`config.mk`:
```
export PLATFORM = sky130hd
export DESIGN_NAME = bk1_regs
export DESIGN_NICKNAME = d
export VERILOG_FILES = /design/src/inc/bk1_pkg.sv /design/src/logic/bk1_regs.sv /design/src/logic/bk1_dir_a.sv
export SDC_FILE = /design/constraint.sdc
export NUM_CORES = 1
export LEC_CHECK = 0
export CAP_MARGIN = 10
export CORE_MARGIN = 2
export CORE_UTILIZATION = 35
export DETAILED_ROUTE_END_ITERATION = 6
export DONT_BUFFER_PORTS = 1
export GPL_TIMING_DRIVEN = 0
export MAX_ROUTING_LAYER = met4
export REMOVE_ABC_BUFFERS = 1
export SLEW_MARGIN = 25
export SYNTH_ARGS = -nofsm -noshare
export SYNTH_HDL_FRONTEND = slang
export SYNTH_HIERARCHICAL = 1
export SYNTH_SLANG_ARGS = --single-unit
```
`constraint.sdc`:
```
create_clock -name CLK -period 3.1 [get_ports CLK]
set_clock_uncertainty 0.05 [all_clocks]
set_input_delay 0.62 -clock CLK [delete_from_list [all_inputs] [get_ports CLK]]
set_output_delay 0.62 -clock CLK [all_outputs]
set_load 0.005 [all_outputs]
```
`src/inc/bk1_pkg.sv`:
```
// Package for the bank 1 special register block: offsets, masks, reset values.
// Assumes an 8-bit data path and a 7-bit in-bank address from the core.
package bk1_pkg;
  // ****************
  // Offsets
  // ****************
  localparam logic [7:0] BK1_IND_PORT = 8'h80;
  localparam logic [7:0] BK1_OPTION = 8'h81;
  localparam logic [7:0] BK1_PC_LOW = 8'h82;
  localparam logic [7:0] BK1_STATUS = 8'h83;
  localparam logic [7:0] BK1_IND_PTR = 8'h84;
  localparam logic [7:0] BK1_DIR_A = 8'h85;
  localparam logic [7:0] BK1_DIR_B = 8'h86;
  localparam logic [7:0] BK1_PC_LATCH = 8'h8a;
  localparam logic [7:0] BK1_INT_CTL = 8'h8b;
  localparam logic [7:0] BK1_PERIPHERAL_IRQ_ENABLE_1 = 8'h8c;
  localparam logic [7:0] BK1_PERIPHERAL_IRQ_ENABLE_2 = 8'h8d;
  localparam logic [7:0] BK1_RST_CAUSE = 8'h8e;
  localparam logic [7:0] BK1_OSC_CTL = 8'h8f;
  localparam logic [7:0] BK1_OSC_TRIM = 8'h90;
  localparam logic [7:0] BK1_T2_PERIOD = 8'h92;
  localparam logic [7:0] BK1_SER_ADDR = 8'h93;
  localparam logic [7:0] BK1_SER_STAT = 8'h94;
  localparam logic [7:0] BK1_ADC_LOW = 8'h9e;
  localparam logic [7:0] BK1_ADC_CTL1 = 8'h9f;
  localparam logic [7:0] BK1_BANK_MASK = 8'h7f;
  // ****************
  // Implemented bit masks
  // ****************
  localparam logic [7:0] BK1_M_PC_LATCH = 8'h1f;
  localparam logic [7:0] BK1_M_PERIPHERAL_IRQ_ENABLE_1 = 8'h4f;
  localparam logic [7:0] BK1_M_PERIPHERAL_IRQ_ENABLE_2 = 8'h10;
  localparam logic [7:0] BK1_M_RST_CAUSE = 8'h03;
  localparam logic [7:0] BK1_M_OSC_CTL = 8'h74;
  localparam logic [7:0] BK1_M_OSC_WR = 8'h70;
  localparam logic [7:0] BK1_M_OSC_TRIM = 8'h3f;
  localparam logic [7:0] BK1_M_ADC_CTL1 = 8'hcf;
  localparam logic [7:0] BK1_M_STATUS_WR = 8'he7;
  localparam logic [7:0] BK1_M_SER_WR = 8'hc0;
  localparam logic [7:0] BK1_M_INT_FLAGS = 8'h07;
  localparam logic [7:0] BK1_DIR_A_FIXED = 8'h20;
  localparam int BK1_OSC_STABLE_BIT = 2;
  // ****************
  // Reset values
  // ****************
  localparam logic [7:0] BK1_RST_ONES = 8'hff;
  localparam logic [7:0] BK1_RST_ZERO = 8'h00;
  localparam logic [7:0] BK1_RST_STATUS = 8'h18;
  localparam logic [7:0] BK1_RST_CAUSE_V = 8'h03;
  localparam int BK1_N_RESET_ONES = 4;
endpackage

```
`src/logic/bk1_regs.sv`:
```
// Bank 1 special function register block with mirrored core registers.
// Assumes the core presents in-bank addresses and one-cycle strobes.
//
// Operation
// RULE_01 - Unimplemented bits read zero and ignore writes.
// RULE_02 - Unimplemented addresses read zero and ignore writes.
// RULE_03 - Mirrored registers map to one storage in every bank.
// RULE_04 - Program counter upper byte has no address of its own.
// RULE_05 - Five-bit high latch is copied to PC bits 12:8 on update.
// RULE_06 - Port A direction bit 5 is read-only, always reads one.
// RULE_07 - Indirect port access is redirected to the pointer address.
`timescale 1ns/1ns
module bk1_regs
  import bk1_pkg::*;
(
  // Clock and reset
  input wire logic CLK,
  input wire logic SRST,
  // Register port
  input wire logic [7:0] ADDR,
  input wire logic [7:0] WDATA,
  input wire logic WR,
  input wire logic RD,
  output logic [7:0] RDATA,
  // Indirect access to data memory
  output logic IND_WR,
  output logic IND_RD,
  output logic [7:0] IND_ADDR,
  output logic [7:0] IND_WDATA,
  input wire logic [7:0] IND_RDATA,
  // Program counter interface
  input wire logic PC_LOAD,
  input wire logic [7:0] PC_LOW_IN,
  output logic [4:0] PC_HIGH,
  output logic [7:0] PC_LOW,
  // Core and peripheral status
  input wire logic STATUS_SET,
  input wire logic [7:0] STATUS_IN,
  input wire logic [7:0] INT_FLAGS_IN,
  input wire logic OSC_STABLE,
  input wire logic [7:0] SER_STAT_IN,
  input wire logic [7:0] ADC_LOW_IN,
  // Configuration outputs
  output logic [7:0] OPTION_OUT,
  output logic [7:0] DIR_A_OUT,
  output logic [7:0] DIR_B_OUT,
  output logic [7:0] INT_CTL_OUT,
  output logic [7:0] PERIPHERAL_IRQ_ENABLE_1_OUT,
  output logic [7:0] PERIPHERAL_IRQ_ENABLE_2_OUT,
  output logic [7:0] OSC_CTL_OUT,
  output logic [7:0] OSC_TRIM_OUT,
  output logic [7:0] T2_PERIOD_OUT,
  output logic [7:0] SER_ADDR_OUT,
  output logic [7:0] ADC_CTL1_OUT
);
  // ****************
  // Decode
  // ****************
  // Mirrored registers ignore the bank bits of the address
  wire [7:0] low_addr = ADDR & BK1_BANK_MASK; // see RULE_03
  wire [7:0] bank_addr = {1'b1, ADDR[6:0]};
  wire is_bank1 = ADDR[7];
  wire hit_ind = low_addr == (BK1_IND_PORT & BK1_BANK_MASK); // see RULE_03
  wire hit_pcl = low_addr == (BK1_PC_LOW & BK1_BANK_MASK);
  wire hit_stat = low_addr == (BK1_STATUS & BK1_BANK_MASK);
  wire hit_ptr = low_addr == (BK1_IND_PTR & BK1_BANK_MASK);
  wire hit_latch = low_addr == (BK1_PC_LATCH & BK1_BANK_MASK);
  wire hit_intc = low_addr == (BK1_INT_CTL & BK1_BANK_MASK);
  wire hit_trim = low_addr == (BK1_OSC_TRIM & BK1_BANK_MASK);
  wire hit_opt = is_bank1 && bank_addr == BK1_OPTION;
  wire hit_dira = is_bank1 && bank_addr == BK1_DIR_A;
  wire hit_dirb = is_bank1 && bank_addr == BK1_DIR_B;
  wire hit_peripheral_irq_enable_1 = is_bank1 && bank_addr == BK1_PERIPHERAL_IRQ_ENABLE_1;
  wire hit_peripheral_irq_enable_2 = is_bank1 && bank_addr == BK1_PERIPHERAL_IRQ_ENABLE_2;
  wire hit_rst = is_bank1 && bank_addr == BK1_RST_CAUSE;
  wire hit_osc = is_bank1 && bank_addr == BK1_OSC_CTL;
  wire hit_t2 = is_bank1 && bank_addr == BK1_T2_PERIOD;
  wire hit_sera = is_bank1 && bank_addr == BK1_SER_ADDR;
  wire hit_sers = is_bank1 && bank_addr == BK1_SER_STAT;
  wire hit_adcl = is_bank1 && bank_addr == BK1_ADC_LOW;
  wire hit_adcc = is_bank1 && bank_addr == BK1_ADC_CTL1;
  // ****************
  // Write enables
  // ****************
  // One named strobe per register keeps the clocked blocks trivial
  wire wr_pcl = WR && hit_pcl;
  wire wr_stat = WR && hit_stat;
  wire wr_ptr = WR && hit_ptr;
  wire wr_latch = WR && hit_latch;
  wire wr_intc = WR && hit_intc;
  wire wr_trim = WR && hit_trim;
  wire wr_opt = WR && hit_opt;
  wire wr_dira = WR && hit_dira;
  wire wr_dirb = WR && hit_dirb;
  wire wr_peripheral_irq_enable_1 = WR && hit_peripheral_irq_enable_1;
  wire wr_peripheral_irq_enable_2 = WR && hit_peripheral_irq_enable_2;
  wire wr_rst = WR && hit_rst;
  wire wr_osc = WR && hit_osc;
  wire wr_t2 = WR && hit_t2;
  wire wr_sera = WR && hit_sera;
  wire wr_adcc = WR && hit_adcc;
  // ****************
  // Storage
  // ****************
  logic [7:0] opt_r, pcl_r, stat_r, ptr_r, dirb_r, latch_r, intc_r;
  logic [7:0] peripheral_irq_enable_1_r, peripheral_irq_enable_2_r, rst_r, osc_r, trim_r, t2_r, sera_r, adcc_r;
  logic [7:0] rdata_r;
  logic [7:0] dira_v;
  // Hardware flag set beats a software write in the same cycle
  wire [7:0] int_flags = INT_FLAGS_IN & BK1_M_INT_FLAGS;
  wire [7:0] next_stat = STATUS_SET ? STATUS_IN :
    wr_stat ? ((WDATA & BK1_M_STATUS_WR) | (stat_r & ~BK1_M_STATUS_WR)) : stat_r;
  wire [7:0] next_intc = (wr_intc ? WDATA : intc_r) | int_flags;
  wire [7:0] next_pcl = PC_LOAD ? PC_LOW_IN : WDATA;
  // Only the low five bits exist in the latch
  wire [7:0] next_latch = WDATA & BK1_M_PC_LATCH; // see RULE_01
  wire [7:0] next_trim = WDATA & BK1_M_OSC_TRIM; // see RULE_01
  wire [7:0] next_peripheral_irq_enable_1 = WDATA & BK1_M_PERIPHERAL_IRQ_ENABLE_1; // see RULE_01
  wire [7:0] next_peripheral_irq_enable_2 = WDATA & BK1_M_PERIPHERAL_IRQ_ENABLE_2; // see RULE_01
  wire [7:0] next_rst = WDATA & BK1_M_RST_CAUSE; // see RULE_01
  // Stable flag bit is hardware-owned, not stored
  wire [7:0] next_osc = WDATA & BK1_M_OSC_WR; // see RULE_01
  wire [7:0] next_adcc = WDATA & BK1_M_ADC_CTL1; // see RULE_01
  // ****************
  // Register flip-flops
  // ****************
  // Status keeps its power-down flags on a software write
  always_ff @(posedge CLK) begin
    if (SRST) begin
      stat_r <= BK1_RST_STATUS;
    end else begin
      stat_r <= next_stat;
    end
  end
  // Sticky flags: a set in the write cycle survives the write
  always_ff @(posedge CLK) begin
    if (SRST) begin
      intc_r <= BK1_RST_ZERO;
    end else begin
      intc_r <= next_intc;
    end
  end
  // Core load wins over a software write
  always_ff @(posedge CLK) begin
    if (SRST) begin
      pcl_r <= BK1_RST_ZERO;
    end else if (PC_LOAD || wr_pcl) begin
      pcl_r <= next_pcl;
    end
  end
  always_ff @(posedge CLK) begin
    if (SRST) begin
      ptr_r <= BK1_RST_ZERO;
    end else if (wr_ptr) begin
      ptr_r <= WDATA;
    end
  end
  always_ff @(posedge CLK) begin
    if (SRST) begin
      latch_r <= BK1_RST_ZERO;
    end else if (wr_latch) begin
      latch_r <= next_latch;
    end
  end
  always_ff @(posedge CLK) begin
    if (SRST) begin
      trim_r <= BK1_RST_ZERO;
    end else if (wr_trim) begin
      trim_r <= next_trim;
    end
  end
  always_ff @(posedge CLK) begin
    if (SRST) begin
      opt_r <= BK1_RST_ONES;
    end else if (wr_opt) begin
      opt_r <= WDATA;
    end
  end
  always_ff @(posedge CLK) begin
    if (SRST) begin
      dirb_r <= BK1_RST_ONES;
    end else if (wr_dirb) begin
      dirb_r <= WDATA;
    end
  end
  always_ff @(posedge CLK) begin
    if (SRST) begin
      peripheral_irq_enable_1_r <= BK1_RST_ZERO;
    end else if (wr_peripheral_irq_enable_1) begin
      peripheral_irq_enable_1_r <= next_peripheral_irq_enable_1;
    end
  end
  always_ff @(posedge CLK) begin
    if (SRST) begin
      peripheral_irq_enable_2_r <= BK1_RST_ZERO;
    end else if (wr_peripheral_irq_enable_2) begin
      peripheral_irq_enable_2_r <= next_peripheral_irq_enable_2;
    end
  end
  always_ff @(posedge CLK) begin
    if (SRST) begin
      rst_r <= BK1_RST_CAUSE_V;
    end else if (wr_rst) begin
      rst_r <= next_rst;
    end
  end
  always_ff @(posedge CLK) begin
    if (SRST) begin
      osc_r <= BK1_RST_ZERO;
    end else if (wr_osc) begin
      osc_r <= next_osc;
    end
  end
  always_ff @(posedge CLK) begin
    if (SRST) begin
      t2_r <= BK1_RST_ONES;
    end else if (wr_t2) begin
      t2_r <= WDATA;
    end
  end
  always_ff @(posedge CLK) begin
    if (SRST) begin
      sera_r <= BK1_RST_ZERO;
    end else if (wr_sera) begin
      sera_r <= WDATA;
    end
  end
  always_ff @(posedge CLK) begin
    if (SRST) begin
      adcc_r <= BK1_RST_ZERO;
    end else if (wr_adcc) begin
      adcc_r <= next_adcc;
    end
  end
  bk1_dir_a u_dir_a (
    .clk(CLK),
    .srst(SRST),
    .wr(wr_dira),
    .wdata(WDATA),
    .value(dira_v)
  );
  // ****************
  // Indirect path
  // ****************
  // Redirected to data memory; the port itself holds nothing
  assign IND_WR = WR && hit_ind; // see RULE_07
  assign IND_RD = RD && hit_ind; // see RULE_07
  assign IND_ADDR = ptr_r;
  assign IND_WDATA = WDATA;
  // ****************
  // Read mux
  // ****************
  // Stable flag joins the stored bits only on the read path
  wire [7:0] osc_rd = osc_r | (OSC_STABLE ? (8'h01 << BK1_OSC_STABLE_BIT) : 8'h00);
  // Hit terms are mutually exclusive, so the order is harmless
  wire [7:0] rd_sel =
    hit_pcl ? pcl_r :
    hit_stat ? stat_r :
    hit_ptr ? ptr_r :
    hit_latch ? latch_r :
    hit_intc ? intc_r :
    hit_trim ? trim_r :
    hit_opt ? opt_r :
    hit_dira ? dira_v :
    hit_dirb ? dirb_r :
    hit_peripheral_irq_enable_1 ? peripheral_irq_enable_1_r :
    hit_peripheral_irq_enable_2 ? peripheral_irq_enable_2_r :
    hit_rst ? rst_r :
    hit_osc ? (osc_rd & BK1_M_OSC_CTL) :
    hit_t2 ? t2_r :
    hit_sera ? sera_r :
    hit_sers ? SER_STAT_IN :
    hit_adcl ? ADC_LOW_IN :
    hit_adcc ? adcc_r :
    BK1_RST_ZERO; // see RULE_02
  // Memory data is captured with the strobe so the bus sees a flop
  wire [7:0] next_rdata = !RD ? BK1_RST_ZERO : hit_ind ? IND_RDATA : rd_sel; // see RULE_07
  always_ff @(posedge CLK) begin
    if (SRST) begin
      rdata_r <= BK1_RST_ZERO;
    end else begin
      rdata_r <= next_rdata;
    end
  end
  assign RDATA = rdata_r;
  // ****************
  // Program counter and outputs
  // ****************
  // Upper byte reaches the core only through the latch
  assign PC_HIGH = latch_r[4:0]; // see RULE_04, see RULE_05
  assign PC_LOW = pcl_r;
  assign OPTION_OUT = opt_r;
  assign DIR_A_OUT = dira_v;
  assign DIR_B_OUT = dirb_r;
  assign INT_CTL_OUT = intc_r;
  assign PERIPHERAL_IRQ_ENABLE_1_OUT = peripheral_irq_enable_1_r;
  assign PERIPHERAL_IRQ_ENABLE_2_OUT = peripheral_irq_enable_2_r;
  assign OSC_CTL_OUT = osc_r;
  assign OSC_TRIM_OUT = trim_r;
  assign T2_PERIOD_OUT = t2_r;
  assign SER_ADDR_OUT = sera_r;
  assign ADC_CTL1_OUT = adcc_r;
endmodule

```
`src/logic/bk1_dir_a.sv`:
```
// Port A direction register with a fixed input-only bit.
// Assumes write strobe and data synchronous to CLK.
`timescale 1ns/1ns
module bk1_dir_a
  import bk1_pkg::*;
(
  // Clock and reset
  input wire logic clk,
  input wire logic srst,
  // Write side
  input wire logic wr,
  input wire logic [7:0] wdata,
  // Stored value
  output logic [7:0] value
);
  logic [7:0] store;
  always_ff @(posedge clk) begin
    if (srst) begin
      store <= BK1_RST_ONES;
    end else if (wr) begin
      store <= wdata;
    end
  end
  // Bit 5 is forced high whatever was written
  assign value = store | BK1_DIR_A_FIXED; // see RULE_06
endmodule

```
==> results of run 1 <==
[state kept, by name, indices dropped and copies added, names as in the netlist]
name	cells
OPTION_OUT	8
stat_r	8
PERIPHERAL_IRQ_ENABLE_2_OUT	1
u_dir_a/store	7
IND_ADDR	8
T2_PERIOD_OUT	8
INT_CTL_OUT	8
SER_ADDR_OUT	8
RDATA	8
rst_r	2
PERIPHERAL_IRQ_ENABLE_1_OUT	5
OSC_CTL_OUT	3
ADC_CTL1_OUT	6
latch_r	5
PC_LOW	8
OSC_TRIM_OUT	6
DIR_B_OUT	8
[cell usage in the layout (no fill, tap or decap), drive strengths merged, types with 4 or more instances in the layout]
| cell | netlist | routed |
|---|---|---|
| a211o | 19 | 19 |
| a211oi | 9 | 9 |
| a21o | 4 | 4 |
| a21oi | 41 | 41 |
| a221oi | 5 | 5 |
| a22oi | 9 | 9 |
| a31oi | 4 | 4 |
| a32oi | 5 | 5 |
| and3 | 10 | 10 |
| clkbuf | 33 | 11 |
| conb | 2 | 20 |
| dfxtp | 107 | 107 |
| inv | 7 | 7 |
| mux2 | 19 | 19 |
| mux2i | 47 | 47 |
| nand2 | 92 | 92 |
| nand2b | 7 | 7 |
| nand3 | 36 | 36 |
| nand3b | 16 | 16 |
| nor2 | 77 | 77 |
| nor2b | 27 | 27 |
| nor3 | 17 | 17 |
| nor4 | 6 | 6 |
| o21a | 5 | 5 |
| o21ai | 33 | 33 |
| o221ai | 4 | 4 |
| o22ai | 8 | 8 |
[worst max-delay path by stage]
stage | start | endpoint | slack (ns) | cells past startpoint
floorplan | ADDR[6] | PC_LOW[0] | 0.15 | 6
global placement | ADDR[6] | PC_LOW[4] | -0.76 | 6
detailed placement | ADDR[6] | RDATA[1] | 0.19 | 6
CTS | ADDR[6] | IND_WR | 0.36 | 3
global route | ADDR[6] | IND_RD | 0.27 | 3
finish | ADDR[6] | IND_WR | 0.32 | 3
[cell type report]
cell class,instances,share of cell area [%]
clock inverters,5,0.834
repair buffers,1,0.0795
well taps,225,4.47
multi-input cells,566,56.3
flip-flops and latches,107,34.0
inverters,7,0.417
clock buffers,11,3.85
[routing by layer]
layer  vias to the layer above  GRT usage [%]  wire length (um)
met2                       290           36.4             10300
met5                         -              -                 0
met1                      2654           31.9              9780
li1                       2529              -                 -
met4                         0           8.10               478
met3                        33           8.72              2600
[through the flow]
| step | utilization, % | setup WS [ns] | instances | setup TNS (ns) | area (um2) |
|---|---|---|---|---|---|
| after detailed placement | 35.0 | 0.195 | 906 | 0 | 6000 |
| after global placement | 34.8 | -0.761 | 905 | -15.73 | 5980 |
| after CTS | 36.7 | 0.359 | 922 | 0 | 6300 |
| after global routing | 36.7 | 0.273 | 922 | 0 | 6300 |
| final | 36.7 | 0.321 | 922 | 0 | 6300 |
| after floorplan | - | 0.150 | 680 | 0 | 5700 |
[kinds of logic (layout without fill, tap and decap cells)]
group,Yosys count,count (layout),synth area share [%]
xor gates and xnor gates,1,1,0.143
muxes,66,66,11.2
AOI/OAI and AO/OA,168,168,18.6
and+or+nand+nor,311,311,26.4
buffers and inverters,95,24,8.52
other,2,20,0.123
DFF,107,107,35.0
[power groups by stage]
stage	sequential (mW)	combinational, mW	clock (mW)
2_1_floorplan	1.44	0.136	0
6_report	1.41	0.175	1.18
4_1_cts	1.41	0.171	1.19
5_1_grt	1.41	0.190	1.24
3_5_place_dp	1.44	0.170	0
3_3_place_gp	1.44	0.169	0
[cell usage after synthesis, types with 15 or more instances]
library cell	n	area, um2
a211o_1	15	131
a21oi_1	41	205
buf_2	15	75.1
buf_4	33	248
clkbuf_1	33	124
dfxtp_1	107	2140
mux2_2	19	214
mux2i_1	47	470
nand2_1	90	338
nand3_1	35	175
nand3b_1	16	120
nor2_1	69	259
nor2b_1	24	150
nor3_1	15	75.1
o21ai_0	29	145
==> flow_summary_export.csv, run 1 <==
group,metric,value,unit
run_status,outcome,"finished, final reports clean",
power,p_total,2.77,mW
worst_setup_path,regToRegStartpoint,"ADC_CTL1_OUT[6]",
worst_hold_path,hp-class,"input port to flop",
finish,seqCellArea,0.00214,mm2
worst_setup_path,required,2.43,ns
synth,ys_async_sr_fraction,0,%
worst_setup_path,worstReg2RegEnd,"RDATA[6]",
floorplan,die_y,136,um
sta,final.period_utilization,89.7,%
grt,antenna_found_initial,0,
routing,drt-pass1-iter-count,5,
synth,synth_edf_count,0,
floorplan,fp.dieArea,0.0186,mm2
clock_tree,root_buffer,"clkbuf_16",
worst_setup_path,arrival,2.11,ns
synth,ys_warn_count,6,
worst_hold_path,min_to,"PERIPHERAL_IRQ_ENABLE_1_OUT[0]",
power,p_sw_share,23.6,%
power,p_leak,2.29,nW
finish,nets,763,
placement,routabilityCongestion,0.943,
sta,hold_viol,0,
routing,drtIter0Drc,752,
synth,synthCells,750,
worst_setup_path,crit_path_max_fanout,13,
worst_setup_path,cp_top_family,"simple AND/OR/NAND/NOR gates",
finish,multiInputGateArea,0.00355,mm2
sta,whs,0.301,ns
clock_tree,cts.htree.levels,3,
grt,grt_pass1_wl,32800,um
placement,port_buffers,0,
clock_tree,clk_pin_slew_worst_paths,0.07,ns
sta,max_slew_margin,32.1,%
power,p_int,2.12,mW
clock_tree,cts_tree,"yes",
placement,dp_hpwl,16200,um
worst_setup_path,critical_path_class,"input port to output pin",
worst_setup_path,slowest_stage,"or4_1",
clock_tree,post_cts_buffers,0,
worst_setup_path,start_kind,"input port",
grt,grt_pass1_vias,4854,
worst_hold_path,min_path_cells,1,
finish,syn_to_final_growth,2.80,%
routing,via_per_inst,5.97,
clock_tree,cts.sinks,107,
clock_tree,cts_buffer_depth,2,
synth,synth.distinct_cells,70,
worst_setup_path,crit_path_end_kind,"output pin",
power,pwr-share-comb,6.3,%
routing,drt-wirelength-per-cell,25.1,um
finish,drive_above_1_share,9.61,%
sta,report.final.slew_viol_count,0,
routing,drc,0,
synth,ys_seq_elements,107,
clock_tree,cts-resized-gates,0,
worst_setup_path,crit_chain,"or4_1, nor2_4, and3_1",
power,peakVddDrop,0.264,mV
worst_setup_path,cpPeakStageDelay,0.86,ns
worst_hold_path,hp-start,"SRST",
power,p_per_area,440,mW/mm2
power,p_switching,654,uW
sta,layout_min_cycle_time,2.78,ns
synth,synth.avg_cell_area,8.17,um2
floorplan,core,0.0172,mm2
clock_tree,clock_latency,0.36,ns
worst_setup_path,r2r_cells,5,
job,drv_cap,0,
power,p_clk_share,42.7,%
clock_tree,cts_buffers,9,
worst_setup_path,reg2reg_slack,1.29,ns
synth,synthFlopType,"dfxtp_1",
grt,gr-total-overflow,0,
sta,rsz0062_at_grt,"false",
floorplan,start_util,35.7,%
finish,fillers,1832,
power,power.share.sequential,51.0,%
floorplan,std_cell_rows,48,
grt,grt.total_usage,24.9,%
finish,diodes,0,
sta,setup_viol,0,
sta,tightest_slew,1.00,ns
sta,max_freq,0.360,GHz
routing,ant_nets,0,
synth,yosysSeqAreaShare,35.0,%
clock_tree,ctsHoldBuffers,0,
floorplan,ios,198,
floorplan,die_w,136,um
routing,num_vias,5506,
worst_setup_path,cp_num_buf_inv,0,
routing,totalWireLength,23100,um
synth,synthesis.area,0.00613,mm2
grt,grt_max_degree,101,
No activity file was read; power rests on OpenSTA's default activity.
==> inputs of run 2 (changes only) <==
--- a/config.mk
+++ b/config.mk
@@ -16,5 +16,4 @@
 export SLEW_MARGIN = 25
 export SYNTH_ARGS = -nofsm -noshare
 export SYNTH_HDL_FRONTEND = slang
-export SYNTH_HIERARCHICAL = 1
 export SYNTH_SLANG_ARGS = --single-unit
==> run 2 against run 1 <==
Net effect: wire length shrank 3.2%; highest routed layer unchanged; first-iteration DRC count shrank 31%; critical path depth is the same; area after synthesis shrank 0.69%; combinational power grew 15%; via count shrank 0.94%; die area shrank 0.67%.
==> flow_summary_export.csv, run 2 <==
group,metric,value,unit
routing,drt-wirelength-per-cell,24.4,um
synth,synth.distinct_cells,72,
worst_setup_path,critical_path_class,"input port to output pin",
synth,synthesis.area,0.00608,mm2
power,peakVddDrop,0.291,mV
clock_tree,clock_latency,0.36,ns
finish,nets,757,
worst_hold_path,hp-class,"input port to flop",
finish,final_common_cell,"dfxtp_1",
routing,drc,0,
finish,drive_above_1_share,7.96,%
clock_tree,root_buffer,"clkbuf_16",
finish,diodes,0,
worst_setup_path,crit_path_end_kind,"output pin",
finish,stdcell_count,916,
routing,totalWireLength,22400,um
sta,max_freq,0.369,GHz
run_status,outcome,"finished, final reports clean",
finish,syn_to_final_growth,3.93,%
routing,via_per_inst,5.95,
sta,whs,0.304,ns
sta,layout_min_cycle_time,2.71,ns
synth,yosysSeqAreaShare,35.2,%
clock_tree,cts.htree.levels,3,
power,p_per_area,447,mW/mm2
synth,ys_warn_count,0,
placement,routabilityCongestion,0.965,
grt,grt_max_degree,99,
synth,synth_common_cells,"dfxtp_1 (107), nor2_1 (97), nand2_1 (55)",
routing,num_vias,5454,
synth,synth.area.top_cells,"dfxtp_1 (35%), mux2i_1 (8.7%), nor2_1 (6.0%), a211o_1 (4.3%), a21oi_1 (4.0%)",
clock_tree,post_cts_buffers,0,
synth,synth_edf_count,0,
grt,antenna_found_initial,0,
clock_tree,cts-resized-gates,0,
floorplan,die_w,136,um
finish,final_area,0.00632,mm2
worst_setup_path,start_kind,"input port",
power,p_leak,2.30,nW
sta,setup_viol,0,
synth,synth_top_area_share,35.2,%
clock_tree,ctsHoldBuffers,0,
worst_setup_path,arrival,2.04,ns
routing,drtIter0Drc,519,
synth,ys_seq_elements,107,
clock_tree,clk_pin_slew_worst_paths,0.07,ns
floorplan,die_y,136,um
sta,rsz0062_at_grt,"false",
worst_setup_path,crit_path_max_fanout,36,
routing,drt-pass1-iter-count,5,
job,drv_cap,0,
routing,ant_nets,0,
floorplan,core,0.0171,mm2
sta,hold_viol,0,
floorplan,fp.dieArea,0.0185,mm2
synth,synthCells,741,
clock_tree,cts.sinks,107,
synth,synth.most_common_cell,"dfxtp_1",
synth,synth_top_cell_by_area,"dfxtp_1",
grt,gr-total-overflow,0,
clock_tree,cts_tree,"yes",
clock_tree,cts_buffers,9,
sta,max_slew_margin,30.4,%
synth,synth.avg_cell_area,8.21,um2
placement,dpl-instance-area,0.00601,mm2
sta,final.period_utilization,87.4,%
grt,grt_pass1_vias,5099,
floorplan,std_cell_rows,48,
sta,report.final.slew_viol_count,0,
finish,fillers,1782,
sta,fin_tns_setup,0,ns
placement,port_buffers,0,
finish,multiInputGateArea,0.00351,mm2
worst_setup_path,required,2.43,ns
clock_tree,cts_buffer_depth,2,
sta,tightest_slew,1.03,ns
grt,grt_pass1_wl,32700,um
finish,final_cell_mix,"dfxtp_1 (107), nor2_1 (95), nand2_1 (55), mux2i_1 (53), a21oi_1 (49)",
floorplan,start_util,35.5,%
floorplan,ios,198,
placement,dp_cells,900,
placement,dp_hpwl,16000,um
grt,grt.total_usage,24.7,%
finish,seqCellArea,0.00214,mm2
synth,ys_async_sr_fraction,0,%
synth,synthFlopType,"dfxtp_1",
==> run 2: worst max-delay path: stages <==
cell     delay [ns]
nor2_2         0.62
nand3_1        0.51
nor2_1         0.26
==> run 2: report_power, final <==
group          internal (mW)  leakage, nW  switching [mW]  total [mW]
sequential              1.39        0.868          0.0175        1.41
combinational         0.0796         1.28           0.122       0.202
clock                  0.658        0.146           0.560        1.22
==> run 2: layout make-up <==
| type | instances | share of cell area [%] |
|---|---|---|
| Timing Repair Buffer | 1 | 0.119 |
| Clock inverter | 6 | 1.13 |
| Multi-Input combinational cell | 548 | 55.5 |
| Tap cell | 225 | 4.45 |
| Sequential cell | 107 | 33.9 |
| Inverter | 19 | 1.13 |
| Clock buffer | 10 | 3.78 |
==> run 2: cell families (layout without fill, tap and decap cells) <==
group	after synthesis	count (layout)	share of synthesized area, %
other	2	20	0.123
DFF	107	107	35.2
buffers and inverters	104	36	8.72
and+or+nand+nor	265	265	22.4
AOI/OAI and AO/OA	194	194	21.8
muxes	69	69	11.7
==> run 2: metal layers <==
metal  vias up  routed length, um  GRT usage [%]
met5         -                  0              -
met2       281               9570           35.1
met4         0                705           9.14
met1      2616               9520           32.2
li1       2517                  -              -
met3        40               2580           8.54
==> run 2: path summary, 6_finish.rpt <==
| kind | start | endpoint | slack (ns) | cells after the start |
|---|---|---|---|---|
| max | ADDR[2] | IND_RD | 0.39 | 3 |
| min | SRST | OSC_CTL_OUT[4] | 0.30 | 1 |
| max reg2reg | T2_PERIOD_OUT[2] | RDATA[2] | 1.16 | 5 |
| min reg2reg | stat_r[3] | stat_r[3] | 0.44 | 2 |
==> run 2: per-stage QoR <==
stage	worst slack [ns]	util (%)	power, mW
6_report	0.392	36.9	2.83
2_1_floorplan	0.480	-	1.59
4_1_cts	0.240	36.9	2.84
3_3_place_gp	-0.614	34.9	1.64
3_5_place_dp	0.0342	35.1	1.64
5_1_grt	0.298	36.9	2.92
